<file path="src/common/lcc_regs.vh">
// register map, field positions and codes of the logic cell control stage
`ifndef LCC_REGS_VH
`define LCC_REGS_VH

`define LCC_AW 6
`define LCC_ADDR_CON 6'h00
`define LCC_ADDR_POL 6'h04
`define LCC_ADDR_SEL0 6'h08
`define LCC_ADDR_SEL1 6'h0C
`define LCC_ADDR_SEL2 6'h10
`define LCC_ADDR_SEL3 6'h14
`define LCC_ADDR_GLS0 6'h18
`define LCC_ADDR_GLS1 6'h1C
`define LCC_ADDR_GLS2 6'h20
`define LCC_ADDR_GLS3 6'h24
`define LCC_ADDR_FLAG 6'h28
`define LCC_ADDR_MIRROR 6'h2C

`define LCC_CON_EN 7
`define LCC_CON_OUT 5
`define LCC_CON_RISE 4
`define LCC_CON_FALL 3
`define LCC_CON_FN_HI 2
`define LCC_CON_FN_LO 0
`define LCC_CON_WMASK 8'h9F
`define LCC_CON_RST 8'h00

`define LCC_POL_OUT 7
`define LCC_POL_OUT_RST 1'b0
`define LCC_SEL_HI 4
`define LCC_FLAG_BIT 0

`define LCC_FN_ANDOR 3'h0
`define LCC_FN_ORXOR 3'h1
`define LCC_FN_AND4 3'h2
`define LCC_FN_SRL 3'h3
`define LCC_FN_DFFSR 3'h4
`define LCC_FN_DFF2R 3'h5
`define LCC_FN_JKR 3'h6
`define LCC_FN_LATSR 3'h7

`define LCC_SRC_FAST_OSC 5'h1F
`define LCC_CELL_IDX 2'h0
`define LCC_RESP_OKAY 2'h0
`define LCC_RESP_SLVERR 2'h2

`endif

</file>
<file path="src/hdl/lcc_top.v">
// logic cell control, gating, function, output polarity and edge flag stage
//
// The AXI4-Lite register port and the placing of the registers were decided locally.
`include "lcc_regs.vh"

// Behaviour
// - mirror read captures all four cell outputs in one clock.
// - any reset clears control; selectors, gate selects, gate polarities keep values.
// - cell keeps running regardless of sleep while sources stay active.
// - enabled cell selecting fast oscillator requests oscillator kept on.
// - enable bit 7 set combines inputs; clear forces output zero.
// - control bit 5 reads output after output inversion.
// - rise enable bit 4 lets a rising output edge set the flag.
// - fall enable bit 3 lets a falling output edge set the flag.
// - codes 100 DFF S/R, 101 2-in DFF R, 110 JK R, 111 latch S/R.
// - polarity bit 7 inverts function output.
// - polarity bits 3..0 invert gates 4..1 before the function.
// - selectors hold five bits; bits 7..5 read zero.
// - control bit 6 and polarity bits 6..4 read zero, ignore writes.
// - gate ANDs chosen true/negated inputs; empty gate is polarity only.
// - gate select bit 7 data4 true down to bit 0 data1 negated.
// - software clears flag; a coincident edge leaves it set.
// - changing output polarity with edges enabled flags the transition.
module lcc_top (
  input wire aclk,
  input wire aresetn,
  input wire [5:0] s_axi_awaddr,
  input wire [2:0] s_axi_awprot,
  input wire s_axi_awvalid,
  output wire s_axi_awready,
  input wire [31:0] s_axi_wdata,
  input wire [3:0] s_axi_wstrb,
  input wire s_axi_wvalid,
  output wire s_axi_wready,
  output wire [1:0] s_axi_bresp,
  output wire s_axi_bvalid,
  input wire s_axi_bready,
  input wire [5:0] s_axi_araddr,
  input wire [2:0] s_axi_arprot,
  input wire s_axi_arvalid,
  output wire s_axi_arready,
  output wire [31:0] s_axi_rdata,
  output wire [1:0] s_axi_rresp,
  output wire s_axi_rvalid,
  input wire s_axi_rready,
  input wire [31:0] cell_in,
  input wire [3:0] peer_cell_out,
  output wire cell_out,
  output wire cell_irq_flag,
  output wire fast_osc_keep_on
);

  function lcc_mapped;
    input [5:0] a;
    begin
      lcc_mapped = ({a[5:2], 2'b00} <= `LCC_ADDR_MIRROR);
    end
  endfunction

  // gate: AND of the enabled true/negated terms; no term enabled gives zero
  function gate_eval;
    input [7:0] en;
    input [3:0] d;
    reg [7:0] t;
    begin
      t = {d[3], ~d[3], d[2], ~d[2], d[1], ~d[1], d[0], ~d[0]};
      gate_eval = (en != 8'h00) & (&(t | ~en));
    end
  endfunction

  reg [7:0] con_r;
  reg out_inv_r;
  reg [3:0] gate_inv_r;
  reg [4:0] sel_r [0:3];
  reg [7:0] gls_r [0:3];
  reg flag_r;
  reg q_r;
  reg q_nxt;
  reg clk_prev_r;
  reg lc_out_r;
  reg keep_on_r;

  reg aw_have_r;
  reg w_have_r;
  reg [5:0] awaddr_r;
  reg [7:0] wdata_r;
  reg wlane_r;
  reg bvalid_r;
  reg [1:0] bresp_r;
  reg rvalid_r;
  reg [7:0] rdata_r;
  reg [1:0] rresp_r;
  reg [7:0] rd_nxt;

  wire do_wr = aw_have_r & w_have_r & ~bvalid_r;
  wire wr_ok = do_wr & wlane_r & lcc_mapped(awaddr_r);
  wire [5:0] wa = {awaddr_r[5:2], 2'b00};
  wire rd_go = s_axi_arvalid & ~rvalid_r;
  wire [5:0] ra = {s_axi_araddr[5:2], 2'b00};

  assign s_axi_awready = ~aw_have_r & ~bvalid_r;
  assign s_axi_wready = ~w_have_r & ~bvalid_r;
  assign s_axi_bvalid = bvalid_r;
  assign s_axi_bresp = bresp_r;
  assign s_axi_arready = ~rvalid_r;
  assign s_axi_rvalid = rvalid_r;
  assign s_axi_rresp = rresp_r;
  assign s_axi_rdata = {24'h000000, rdata_r};

  // data selection and gating
  wire [3:0] data;
  wire [3:0] g;
  genvar k;
  generate
    for (k = 0; k < 4; k = k + 1) begin : gsel
      assign data[k] = cell_in[sel_r[k]];
      assign g[k] = gate_eval(gls_r[k], data) ^ gate_inv_r[k];
    end
  endgenerate

  wire en = con_r[`LCC_CON_EN];
  wire [2:0] fn = con_r[`LCC_CON_FN_HI:`LCC_CON_FN_LO];
  wire clk_rise = g[0] & ~clk_prev_r;
  reg comb_out;
  reg fn_out;

  // sequential functions evaluated at the system clock; g[0] clocks the DFF and JK functions
  always @* begin
    q_nxt = q_r;
    comb_out = 1'b0;
    case (fn)
      `LCC_FN_ANDOR: comb_out = (g[0] & g[1]) | (g[2] & g[3]);
      `LCC_FN_ORXOR: comb_out = (g[0] | g[1]) ^ (g[2] | g[3]);
      `LCC_FN_AND4: comb_out = &g;
      `LCC_FN_SRL: begin
        if (g[0] | g[1])
          q_nxt = 1'b1;
        else if (g[2] | g[3])
          q_nxt = 1'b0;
      end
      `LCC_FN_DFFSR: begin
        if (g[2])
          q_nxt = 1'b0;
        else if (g[3])
          q_nxt = 1'b1;
        else if (clk_rise)
          q_nxt = g[1];
      end
      `LCC_FN_DFF2R: begin
        if (g[2])
          q_nxt = 1'b0;
        else if (clk_rise)
          q_nxt = g[1] & g[3];
      end
      `LCC_FN_JKR: begin
        if (g[2])
          q_nxt = 1'b0;
        else if (clk_rise) begin
          case ({g[1], g[3]})
            2'b10: q_nxt = 1'b1;
            2'b01: q_nxt = 1'b0;
            2'b11: q_nxt = ~q_r;
            default: q_nxt = q_r;
          endcase
        end
      end
      `LCC_FN_LATSR: begin
        if (g[2])
          q_nxt = 1'b0;
        else if (g[3])
          q_nxt = 1'b1;
        else if (g[0])
          q_nxt = g[1];
      end
      default: comb_out = 1'b0;
    endcase
    if (!en)
      q_nxt = 1'b0;
    fn_out = fn[2] | (fn == `LCC_FN_SRL) ? q_nxt : comb_out;
  end

  // disabled cell drives zero after the inverter as well
  wire out_nxt = en & (fn_out ^ out_inv_r);
  wire rise = out_nxt & ~lc_out_r;
  wire fall = ~out_nxt & lc_out_r;
  wire edge_hit = (rise & con_r[`LCC_CON_RISE]) | (fall & con_r[`LCC_CON_FALL]);
  wire flag_clr = wr_ok & (wa == `LCC_ADDR_FLAG) & wdata_r[`LCC_FLAG_BIT];

  reg src_fast;
  integer i;
  integer n;
  always @* begin
    src_fast = 1'b0;
    for (i = 0; i < 4; i = i + 1) begin
      if (sel_r[i] == `LCC_SRC_FAST_OSC)
        src_fast = 1'b1;
    end
  end

  // no clock gating or sleep input: the cell runs whenever aclk runs
  always @(posedge aclk) begin
    if (!aresetn) begin
      con_r <= `LCC_CON_RST;
      out_inv_r <= `LCC_POL_OUT_RST;
      flag_r <= 1'b0;
      q_r <= 1'b0;
      clk_prev_r <= 1'b0;
      lc_out_r <= 1'b0;
      keep_on_r <= 1'b0;
    end else begin
      q_r <= q_nxt;
      clk_prev_r <= g[0];
      lc_out_r <= out_nxt;
      keep_on_r <= en & src_fast;
      if (edge_hit)
        flag_r <= 1'b1;
      else if (flag_clr)
        flag_r <= 1'b0;
      if (wr_ok && wa == `LCC_ADDR_CON)
        con_r <= wdata_r & `LCC_CON_WMASK;
      if (wr_ok && wa == `LCC_ADDR_POL)
        out_inv_r <= wdata_r[`LCC_POL_OUT];
    end
  end

  // configuration kept across every reset, unknown at power-up
  always @(posedge aclk) begin
    if (wr_ok && wa == `LCC_ADDR_POL)
      gate_inv_r <= wdata_r[3:0];
    for (n = 0; n < 4; n = n + 1) begin
      if (wr_ok && wa == `LCC_ADDR_SEL0 + 6'h04 * n[5:0])
        sel_r[n] <= wdata_r[`LCC_SEL_HI:0];
      if (wr_ok && wa == `LCC_ADDR_GLS0 + 6'h04 * n[5:0])
        gls_r[n] <= wdata_r;
    end
  end

  // write channel: address and data taken in either order
  always @(posedge aclk) begin
    if (!aresetn) begin
      aw_have_r <= 1'b0;
      w_have_r <= 1'b0;
      awaddr_r <= 6'h00;
      wdata_r <= 8'h00;
      wlane_r <= 1'b0;
      bvalid_r <= 1'b0;
      bresp_r <= `LCC_RESP_OKAY;
    end else begin
      if (s_axi_awvalid && s_axi_awready) begin
        aw_have_r <= 1'b1;
        awaddr_r <= s_axi_awaddr;
      end
      if (s_axi_wvalid && s_axi_wready) begin
        w_have_r <= 1'b1;
        wdata_r <= s_axi_wdata[7:0];
        wlane_r <= s_axi_wstrb[0];
      end
      if (do_wr) begin
        aw_have_r <= 1'b0;
        w_have_r <= 1'b0;
        bvalid_r <= 1'b1;
        bresp_r <= lcc_mapped(awaddr_r) ? `LCC_RESP_OKAY : `LCC_RESP_SLVERR;
      end else if (bvalid_r && s_axi_bready)
        bvalid_r <= 1'b0;
    end
  end

  // own bit replaced so the mirror never reads a stale copy of this cell
  wire [3:0] mirror = (peer_cell_out & ~(4'h1 << `LCC_CELL_IDX)) |
                      ({3'h0, lc_out_r} << `LCC_CELL_IDX);

  always @* begin
    rd_nxt = 8'h00;
    case (ra)
      `LCC_ADDR_CON: rd_nxt = (con_r & `LCC_CON_WMASK) |
                              ({7'h00, lc_out_r} << `LCC_CON_OUT);
      `LCC_ADDR_POL: rd_nxt = {out_inv_r, 3'h0, gate_inv_r};
      `LCC_ADDR_SEL0: rd_nxt = {3'h0, sel_r[0]};
      `LCC_ADDR_SEL1: rd_nxt = {3'h0, sel_r[1]};
      `LCC_ADDR_SEL2: rd_nxt = {3'h0, sel_r[2]};
      `LCC_ADDR_SEL3: rd_nxt = {3'h0, sel_r[3]};
      `LCC_ADDR_GLS0: rd_nxt = gls_r[0];
      `LCC_ADDR_GLS1: rd_nxt = gls_r[1];
      `LCC_ADDR_GLS2: rd_nxt = gls_r[2];
      `LCC_ADDR_GLS3: rd_nxt = gls_r[3];
      `LCC_ADDR_FLAG: rd_nxt = {7'h00, flag_r};
      `LCC_ADDR_MIRROR: rd_nxt = {4'h0, mirror};
      default: rd_nxt = 8'h00;
    endcase
  end

  always @(posedge aclk) begin
    if (!aresetn) begin
      rvalid_r <= 1'b0;
      rdata_r <= 8'h00;
      rresp_r <= `LCC_RESP_OKAY;
    end else if (rd_go) begin
      rvalid_r <= 1'b1;
      rdata_r <= rd_nxt;
      rresp_r <= lcc_mapped(s_axi_araddr) ? `LCC_RESP_OKAY : `LCC_RESP_SLVERR;
    end else if (rvalid_r && s_axi_rready)
      rvalid_r <= 1'b0;
  end

  assign cell_out = lc_out_r;
  assign cell_irq_flag = flag_r;
  assign fast_osc_keep_on = keep_on_r;

endmodule

</file>
<file path="config.mk">
export PLATFORM = sky130hd
export DESIGN_NAME = lcc_top
export DESIGN_NICKNAME = d
export VERILOG_FILES = /design/src/hdl/lcc_top.v
export VERILOG_INCLUDE_DIRS = /design/src /design/src/common
export SDC_FILE = /design/constraint.sdc
export NUM_CORES = 1
export LEC_CHECK = 0
export BUFFER_PORTS_ARGS = -buffer_cell sky130_fd_sc_hd__buf_2
export CORE_UTILIZATION = 45
export CTS_CLUSTER_DIAMETER = 200
export DETAILED_ROUTE_END_ITERATION = 8
export GPL_TIMING_DRIVEN = 0
export PLACE_DENSITY = 0.79
export SLEW_MARGIN = 5
export SYNTH_ARGS = -nofsm -noshare
export SYNTH_HDL_FRONTEND = slang
export SYNTH_SLANG_ARGS = --single-unit
</file>
<file path="constraint.sdc">
create_clock -name aclk -period 6.3 [get_ports aclk]
set_input_delay 1.26 -clock aclk [delete_from_list [all_inputs] [get_ports aclk]]
set_output_delay 1.26 -clock aclk [all_outputs]
set_load 0.01 [all_outputs]
</file>
# ---- Word level (Yosys, flattened, before mapping)
# Memory sizes are Yosys's and may differ from the RTL's.
# Cells that the tools add are included.
dict set report word_totals {
  regBits 47
  latch_bits 0
  ramBits 52
  romBits 0
  in_bits 97
  output_inout_bits 44
  word_cells 226
  memories 2
}
# name depth width read_ports rd_clocked_by_memory_dff write_ports line
set memory_table {}
lappend memory_table {gls_r 4 8 4 0 1 lcc_top.v:75} ;# reg [7:0] gls_r [0:3];
lappend memory_table {sel_r 4 5 4 0 1 lcc_top.v:74} ;# reg [4:0] sel_r [0:3];
dict set report classes {
  addsub 0
  multipliers 0
  n_div 0
  order_cmp 6
  eq_ne 35
  n_shift 0
  mux 72
  bitwise_logic 57
  reduce_logical 36
}
# op count
set ops {}
lappend ops {{one-hot mux 8 bit (12 select lines)} 1}
lappend ops {{two-way mux 1 bit} 50}
lappend ops {{equality test 4 x 3 -> 1 bit (second input constant)} 8}
lappend ops {{NOT 8 bit} 4}
lappend ops {{OR 8 bit} 4}
lappend ops {{AND reduction 8 bit} 4}
lappend ops {{nonzero test 8 bit} 4}
lappend ops {{equality test 4 bit (second input constant)} 7}
lappend ops {{< comparator 5 x 6 -> 1 bit (second input constant)} 4}
lappend ops {{two-way mux 8 bit} 3}
lappend ops {{OR reduction 8 bit} 3}
lappend ops {{bitwise AND 1 bit} 23}
lappend ops {{binary-select mux 1 bit (select 5 bit)} 4}
lappend ops {{equality test 5 bit (second input constant)} 4}
lappend ops {{equality test 4 x 2 -> 1 bit (second input constant)} 4}
lappend ops {{two-way mux 2 bit} 8}
lappend ops {{two-way mux 5 bit} 3}
lappend ops {{OR reduction 5 bit} 3}
lappend ops {{logical AND 1 bit} 14}
lappend ops {{NOT 1 bit} 13}
lappend ops {{equality test 3 bit (second input constant)} 4}
lappend ops {{<= comparator 6 bit (second input constant)} 2}
lappend ops {{logical NOT 6 bit} 2}
lappend ops {{equality test 4 x 1 -> 1 bit (second input constant)} 2}
lappend ops {{other kinds (14)} 28}

# ---- Longest topological paths before layout
# Gate-level depths: netlist of run 1.
# An unclocked memory read counts as a cell.
dict set report logic_depth {
  word_depth 22
  depth_mapped 16
  mapped_depth_nobuf 13
}

# ---- Worst setup path after synthesis of run 1
# Ideal clock, no wire load.
dict set report synth_timing {
  kind {input to register}
  from {in cell_in[11]}
  to {reg flag_r, in the netlist cell_irq_flag}
  setup_time_ns 0.091
  arrival_ns 4.135
  required_time_ns 6.209
  path_slack_ns 2.074
  path_stages 13
  cell_sequence {mux4_2 -> o2111ai_1 -> and4_1 -> buf_1 -> mux2i_1 -> and4b_1 -> xnor2_2 -> a2111o_1 -> a211o_1 -> nand4b_2 -> and4_1 -> o21ai_0 -> a311oi_1}
}
dict set report synth_via {
  elab_chain_len 21
  elab_cells_between_ends 67
  classes_between {3 x eq/ne; 26 x mux; 32 x bitwise; 6 x reduce/logical}
}
# element line
set synth_lines {}
lappend synth_lines {{start, declared} lcc_top.v:46} ;# input wire [31:0] cell_in,
lappend synth_lines {{binary-select mux 1 bit (select 5 bit)} lcc_top.v:116} ;# assign data[k] = cell_in[sel_r[k]];
lappend synth_lines {{two-way mux 1 bit (not written as such)} lcc_top.v:116}
lappend synth_lines {{NOT 1 bit} lcc_top.v:66} ;# t = {d[3], ~d[3], d[2], ~d[2], d[1], ~d[1], d[0], ~d[0]};
lappend synth_lines {{OR 8 bit} lcc_top.v:67} ;# gate_eval = (en != 8'h00) & (&(t | ~en));
lappend synth_lines {{AND reduction 8 bit} lcc_top.v:67}
lappend synth_lines {{bitwise AND 1 bit} lcc_top.v:67}
lappend synth_lines {{bitwise XOR 1 bit} lcc_top.v:117} ;# assign g[k] = gate_eval(gls_r[k], data) ^ gate_inv_r[k];
lappend synth_lines {{equality test 2 bit, or another cell as far along} lcc_top.v:159} ;# case ({g[1], g[3]})
lappend synth_lines {{(+5 left out)} -}
lappend synth_lines {{two-way mux 1 bit *} lcc_top.v:179} ;# fn_out = fn[2] | (fn == `LCC_FN_SRL) ? q_nxt : comb_out;
lappend synth_lines {{bitwise XOR 1 bit *} lcc_top.v:183} ;# wire out_nxt = en & (fn_out ^ out_inv_r);
lappend synth_lines {{bitwise AND 1 bit *} lcc_top.v:183}
lappend synth_lines {{NOT 1 bit} lcc_top.v:185} ;# wire fall = ~out_nxt & lc_out_r;
lappend synth_lines {{bitwise AND 1 bit} lcc_top.v:185}
lappend synth_lines {{bitwise AND 1 bit} lcc_top.v:186} ;# wire edge_hit = (rise & con_r[`LCC_CON_RISE]) | (fall & con_r[`LCC_CON_FALL]);
lappend synth_lines {{OR 1 bit *} lcc_top.v:186}
lappend synth_lines {{two-way mux 1 bit or nonzero test 2 bit (tied branches)} -}
lappend synth_lines {{end signal, assigned} lcc_top.v:205} ;# flag_r <= 1'b0;
lappend synth_lines {{end signal, assigned} lcc_top.v:216} ;# flag_r <= 1'b1;
lappend synth_lines {{end signal, assigned} lcc_top.v:218} ;# flag_r <= 1'b0;
lappend synth_lines {{end, declared} lcc_top.v:76} ;# reg flag_r;
# Mark *: on every way between the ends. The rest lies on a longest branch, timed or not. The select of a mux whose other input is x is not followed.
# A chain may end at the register's enable or synchronous reset.

# ---- Final worst setup path of run 1
dict set report layout_timing {
  from {in cell_in[21]}
  to {reg flag_r, in the netlist cell_irq_flag}
}
# Same word-level chain as after synthesis.

==> results.sh, run 1 <==
export IMPL_status="finished clean"
export IMPL_tns_ns=0
export IMPL_cap_viol_max_count=0
export IMPL_tightestPinTransition_ns=1.01
export IMPL_fin_util_pct=53.8
export IMPL_synth_top_area_share_pct=28.7
export IMPL_io_buffers=74
export IMPL_grt_antenna_before_repair=0
export IMPL_ys_flop_type="edfxtp_1"
export IMPL_die_area_mm2=0.0135
export IMPL_max_freq_ghz=0.216
export IMPL_ir_worst_vdd_mv=0.166
export IMPL_path_clk_slew_ns=0.07
export IMPL_antenna_cells=0
export IMPL_cts_buffer_depth=2
export IMPL_numCtsBuffers=9
export IMPL_via_count=5066
export IMPL_seq_area_frac_synth_pct=42.0
export IMPL_cts_root_buf="clkbuf_16"
export IMPL_grt_pass1_wl_um=25300
export IMPL_start_kind="input pin"
export IMPL_hold_violations=0
export IMPL_worst_hold_path_type="reg2reg"
export IMPL_drive_above_1_share_pct=21.2
export IMPL_cts_tree="built"
export IMPL_dr_wl_met2_um=7450
export IMPL_synth_warnings=0
export IMPL_drc=0
export IMPL_rsz0062_at_grt="no"
export IMPL_setup_viol=0
export IMPL_routed_via_density=5.83
export IMPL_wl_met3_um=1340
export IMPL_maxUsedRoutingLayer="met4"
export IMPL_drt_pass1_iterations=5
export IMPL_gp_congestion=0.975
export IMPL_worstSkewPairLatency_ns=0.35
export IMPL_synthCells=582
export IMPL_die_x_um=116
export IMPL_report_final_slew_viol_count=0
export IMPL_wl_um=16400
export IMPL_syn_cell_area_mm2=0.00586
export IMPL_ys_seq_elements=95
export IMPL_synthDistinctLibCells=68
export IMPL_critPathCaptureType="flip-flop"
export IMPL_timing_hold_ws_ns=0.468
export IMPL_cts_resized_gates=0
export IMPL_antenna_left=0
export IMPL_wl_met1_um=7020
export IMPL_area_growth_pct=16.3
export IMPL_num_io_pins=141
export IMPL_synth_edff_count=56
export IMPL_cts_sinks=95
export IMPL_post_place_ws_ns=1.33
export IMPL_htreeDepth=3
export IMPL_rows=41
export IMPL_avgSynthCellArea_um2=10.1
export IMPL_cts_hold_buffers=0
export IMPL_async_flop_share_pct=0
export IMPL_grt_pass1_vias=4683
export IMPL_core_area_mm2=0.0127
export IMPL_cp_arrival_ns=4.88
export IMPL_yosysTopAreaCell="edfxtp_1"
export IMPL_grt_max_degree=18
export IMPL_slew_headroom_pct=32.0
export IMPL_period_minus_slack_ns=4.62
export IMPL_fin_skew_ns=0.0127
export IMPL_wl_per_cell_um=18.8
export IMPL_power_leakage_nw=2.70
export IMPL_initialDrtViolationCount=408
export IMPL_synth_area_top_cells="edfxtp_1 29%, dfxtp_1 13%, mux2i_1 13%"
export IMPL_worstPathRequired_ns=6.56
export IMPL_grt_usage_pct=25.4
export IMPL_power_density_mw_per_mm2=197
export IMPL_dp_hpwl_um=12800
export IMPL_postCtsSetupBuffers=0
export IMPL_crit_fanout=7
export IMPL_start_util_pct=46.3
export IMPL_stdcell_area_mm2=0.00682
export IMPL_fin_ws_ns=1.68
export IMPL_fp_dieH_um=116
export IMPL_fin_crit_sh_pct=73.4
export IMPL_path_class="in2reg"
export IMPL_place_area_mm2=0.00654
export IMPL_fin_nets=789
export IMPL_grt_overflow=0
-- cell type report --
cell class | count | area [um^2]
fillers | 1127 | 5850
multi-input cells | 436 | 3090
flip-flops and latches | 95 | 2460
repair buffers | 74 | 370
plain buffers | 65 | 369
clock buffers | 9 | 225
well taps | 172 | 215
clock inverters | 7 | 52.6
inverters | 11 | 41.3
-- synthesized netlist by cell type, types with 3 or more instances --
library cell / n
o211ai_1: 3
a22oi_1: 11
a211oi_1: 8
clkbuf_1: 25
nand3_1: 13
a41oi_1: 4
nor2b_1: 13
nor3b_1: 3
o31ai_1: 3
o21bai_1: 4
nor3_1: 10
o2111ai_1: 3
a2bb2oi_1: 3
nand3b_1: 6
a21oi_1: 32
mux2_2: 3
nand2_1: 45
nand2b_1: 9
nor2_1: 58
mux4_2: 13
edfxtp_1: 56
buf_2: 7
mux2i_1: 77
and3_1: 5
and2_1: 4
o21ai_0: 6
nand4_1: 5
buf_1: 3
o22ai_1: 5
dfxtp_1: 39
nor4_1: 6
inv_1: 10
a31oi_1: 9
mux2_1: 3
xor2_1: 3
a311oi_1: 5
o21ai_1: 3
buf_4: 29
-- state kept, by name (all words and copies together), names as in the netlist --
| signal | count |
|---|---|
| rdata_r | 8 |
| sel_r | 20 |
| wlane_r | 1 |
| cell_irq_flag | 1 |
| gls_r | 32 |
| con_r | 6 |
| cell_out | 1 |
| wdata_r | 8 |
| clk_prev_r | 1 |
| s_axi_bresp | 1 |
| awaddr_r | 4 |
| aw_have_r | 1 |
| s_axi_bvalid | 1 |
| q_r | 1 |
| w_have_r | 1 |
| out_inv_r | 1 |
| s_axi_rvalid | 1 |
| fast_osc_keep_on | 1 |
| s_axi_rresp | 1 |
| gate_inv_r | 4 |
-- routing by layer --
metal | track usage, % | vias to the layer above
met2 | 39.0 | 259
met4 | 12.7 | 0
met1 | 34.3 | 2403
met3 | 5.24 | 39
met5 | 0 | -
li1 | - | 2365
-- cell usage in the layout, fill, tap and decap left out, types with 10 or more instances in the layout --
cell / netlist / routed
clkbuf_1: 25 / 25
nor3_1: 10 / 10
a22oi_1: 11 / 11
a21oi_1: 32 / 32
inv_1: 10 / 10
nor2_1: 58 / 58
edfxtp_1: 56 / 56
dfxtp_1: 39 / 39
mux4_2: 13 / 13
buf_2: 7 / 81
nand2_1: 45 / 45
buf_4: 29 / 29
nor2b_1: 13 / 13
nand3_1: 13 / 13
mux2i_1: 77 / 77
conb_1: 1 / 26
-- power breakdown --
part	total [mW]	switching [mW]	internal (mW)
clock network	0.509	0.238	0.271
logic	0.152	0.0841	0.0682
registers	0.686	0.0167	0.669
-- worst paths after layout --
path	end	cells past startpoint	slack, ns	from
hold / removal	s_axi_bresp[1]	2	0.47	s_axi_bresp[1]
setup reg to reg	cell_irq_flag	13	1.89	sel_r[2][1]
setup / recovery	cell_irq_flag	14	1.68	cell_in[21]
hold reg to reg	s_axi_bresp[1]	2	0.47	s_axi_bresp[1]
-- logic make-up (layout without fill, tap and decap cells) --
group           count (synthesis)  after routing  synth area share (%)
simple gates                  190            190                  16.1
compound gates                117            117                  13.8
mux                            98             98                  20.2
flops                          95             95                  42.0
buf+inv                        76            166                  7.00
xor+xnor                        5              5                 0.875
other cells                     1             26                0.0639
-- worst max-delay path, cell delays in order --
cell	delay, ns
buf_2	0.11
mux4_2	0.47
a2bb2oi_1	0.15
a211oi_1	0.47
nor3_1	0.25
mux2i_1	0.20
nand4_1	0.15
xor2_1	0.43
a21oi_1	0.09
o311a_1	0.36
nand4b_2	0.22
a31oi_1	0.29
o21ai_0	0.15
a311oi_1	0.27
-- metrics by stage --
step	std cells	total power, mW
3_3_place_gp	853	0.845
5_1_grt	869	1.39
2_1_floorplan	607	0.791
3_5_place_dp	853	0.850
4_1_cts	869	1.36
6_report	869	1.35
Note: power is estimated with default switching activity, not from simulation.
==> run 2: changes to the inputs <==
==> constraint.sdc (replaced) <==
create_clock -name aclk -period 4.45 [get_ports aclk]
set_input_delay 0.89 -clock aclk [delete_from_list [all_inputs] [get_ports aclk]]
set_output_delay 0.89 -clock aclk [all_outputs]
set_load 0.01 [all_outputs]
==> run 2 against run 1 <==
  * Critical path depth unchanged
  * Worst setup slack worse by 1.4 ns
  * Clock power up 41%
  * Critical path type unchanged
  * Utilization up 0.15 points
  * Final area up 0.28%
  * Count of clock-buffer cells in the layout unchanged
  * Largest cell class unchanged
  * Final cell count unchanged
  * Sequential cell count unchanged
==> results.sh, run 2 (same netlist as run 1, synthesis figures left out) <==
export IMPL_status="finished clean"
export IMPL_postCtsSetupBuffers=0
export IMPL_worst_hold_path_type="reg2reg"
export IMPL_initialDrtViolationCount=433
export IMPL_start_kind="input pin"
export IMPL_grt_use_met1_pct=34.3
export IMPL_gr_max_usage_layer="met2"
export IMPL_use_met2_pct=39.0
export IMPL_p_int_mw=1.43
export IMPL_fp_dieH_um=116
export IMPL_slew_headroom_pct=32.1
export IMPL_drt_pass1_iterations=5
export IMPL_area_growth_pct=16.6
export IMPL_power_density_mw_per_mm2=279
export IMPL_layout_commonest_cell="buf_2"
export IMPL_cap_viol_max_count=0
export IMPL_p_sw_mw=0.478
export IMPL_p_comb_share_pct=11.4
export IMPL_drc=0
export IMPL_grt_pass1_wl_um=25300
export IMPL_crit_fanout=10
export IMPL_wl_per_cell_um=18.9
export IMPL_antenna_left=0
export IMPL_cts_hold_buffers=0
export IMPL_num_io_pins=141
export IMPL_dp_hpwl_um=12800
export IMPL_stdcell_area_mm2=0.00684
export IMPL_wl_um=16500
export IMPL_grt_util_met3_pct=5.24
export IMPL_io_buffers=74
export IMPL_path_class="in2reg"
export IMPL_largest_register="gls_r"
export IMPL_die_area_mm2=0.0135
export IMPL_setup_viol=0
export IMPL_tightestPinTransition_ns=1.01
export IMPL_finalPower_mw=1.91
export IMPL_grt_pass1_vias=4683
export IMPL_period_minus_slack_ns=4.18
export IMPL_gp_congestion=0.975
export IMPL_grt_antenna_before_repair=0
export IMPL_hold_violations=0
export IMPL_clockPowerShare_pct=37.7
export IMPL_routed_via_density=5.86
export IMPL_finalNonFillerCells=869
export IMPL_grt_overflow=0
export IMPL_place_area_mm2=0.00654
export IMPL_cts_sinks=95
export IMPL_rows=41
export IMPL_fin_crit_sh_pct=93.8
export IMPL_layout_common_cells="81 x buf_2, 77 x mux2i_1, 58 x nor2_1, 56 x edfxtp_1, 45 x nand2_1"
export IMPL_fin_skew_ns=0.0115
export IMPL_p_sw_share_pct=25.1
export IMPL_drive_above_1_share_pct=21.7
export IMPL_core_area_mm2=0.0127
export IMPL_die_x_um=116
export IMPL_ir_worst_vdd_mv=0.235
export IMPL_worstSkewPairLatency_ns=0.35
export IMPL_cts_tree="built"
export IMPL_grt_usage_pct=25.4
export IMPL_htreeDepth=3
export IMPL_cp_arrival_ns=4.43
export IMPL_largest_reg_flops=32
export IMPL_cts_buffer_depth=2
export IMPL_grt_max_degree=18
export IMPL_fin_nets=789
export IMPL_start_util_pct=46.3
export IMPL_report_final_slew_viol_count=0
export IMPL_max_freq_ghz=0.240
export IMPL_post_place_cells=853
export IMPL_critPathCaptureType="flip-flop"
export IMPL_power_leakage_nw=2.70
export IMPL_via_count=5093
export IMPL_numCtsBuffers=9
export IMPL_reg_top3="gls_r x32, sel_r x20"
export IMPL_worstPathRequired_ns=4.71
export IMPL_path_clk_slew_ns=0.07
export IMPL_antenna_cells=0
export IMPL_cts_root_buf="clkbuf_16"
export IMPL_seq_power_share_pct=50.9
export IMPL_cts_resized_gates=0
-- run 2: layout make-up --
cell class | instances | area (um^2)
fill | 1122 | 5830
tap | 172 | 215
inverter | 11 | 41.3
sequential | 95 | 2460
multi-input combinational | 436 | 3100
clock inverter | 7 | 52.6
timing repair buffer | 74 | 370
buffer | 65 | 369
clock buffer | 9 | 225
-- run 2: metal layers --
metal	wire [um]	up-vias	share of wire (%)
li1	-	2365	-
met1	6980	2423	42
met2	7500	266	46
met3	1410	39	8.5
met4	569	0	3.5
met5	0	-	0
-- run 2: worst paths after layout --
path | endpoint | start | depth (start not counted) | slack, ns
hold / removal | s_axi_bresp[1] | s_axi_bresp[1] | 2 | 0.47
setup / recovery | cell_irq_flag | cell_in[21] | 14 | 0.27
hold reg to reg | s_axi_bresp[1] | s_axi_bresp[1] | 2 | 0.47
setup reg to reg | cell_irq_flag | sel_r[2][1] | 14 | 0.29
-- run 2: power by group through the flow --
stage               clock network (mW)  logic (mW)  registers (mW)
global route                     0.762       0.239           0.973
detailed placement                   0       0.212           0.991
finish                           0.719       0.216           0.971
global placement                     0       0.208           0.989
floorplan                            0       0.137           0.983
CTS                              0.736       0.213           0.971
-- run 2: metrics by stage --
stage	setup slack, ns	TNS (ns)	hold WS [ns]	util (%)
after floorplan	0.594	0	0.450	-
after global placement	0.0827	0	0.442	51.6
after detailed placement	-0.147	-0.147	0.465	51.6
after CTS	0.0325	0	0.475	53.8
after global routing	-0.0127	-0.0127	0.493	54.0
final	0.275	0	0.468	54.0
-- run 2: critical path, stage by stage --
cell	delay (ns)
buf_2	0.12
mux4_2	0.48
a2bb2oi_1	0.15
a211oi_1	0.51
o31ai_1	0.16
o2111ai_1	0.12
and4b_1	0.25
xnor2_2	0.44
nor3_1	0.10
o311a_1	0.30
nand4b_2	0.22
a31oi_1	0.28
o21ai_0	0.15
a311oi_1	0.27
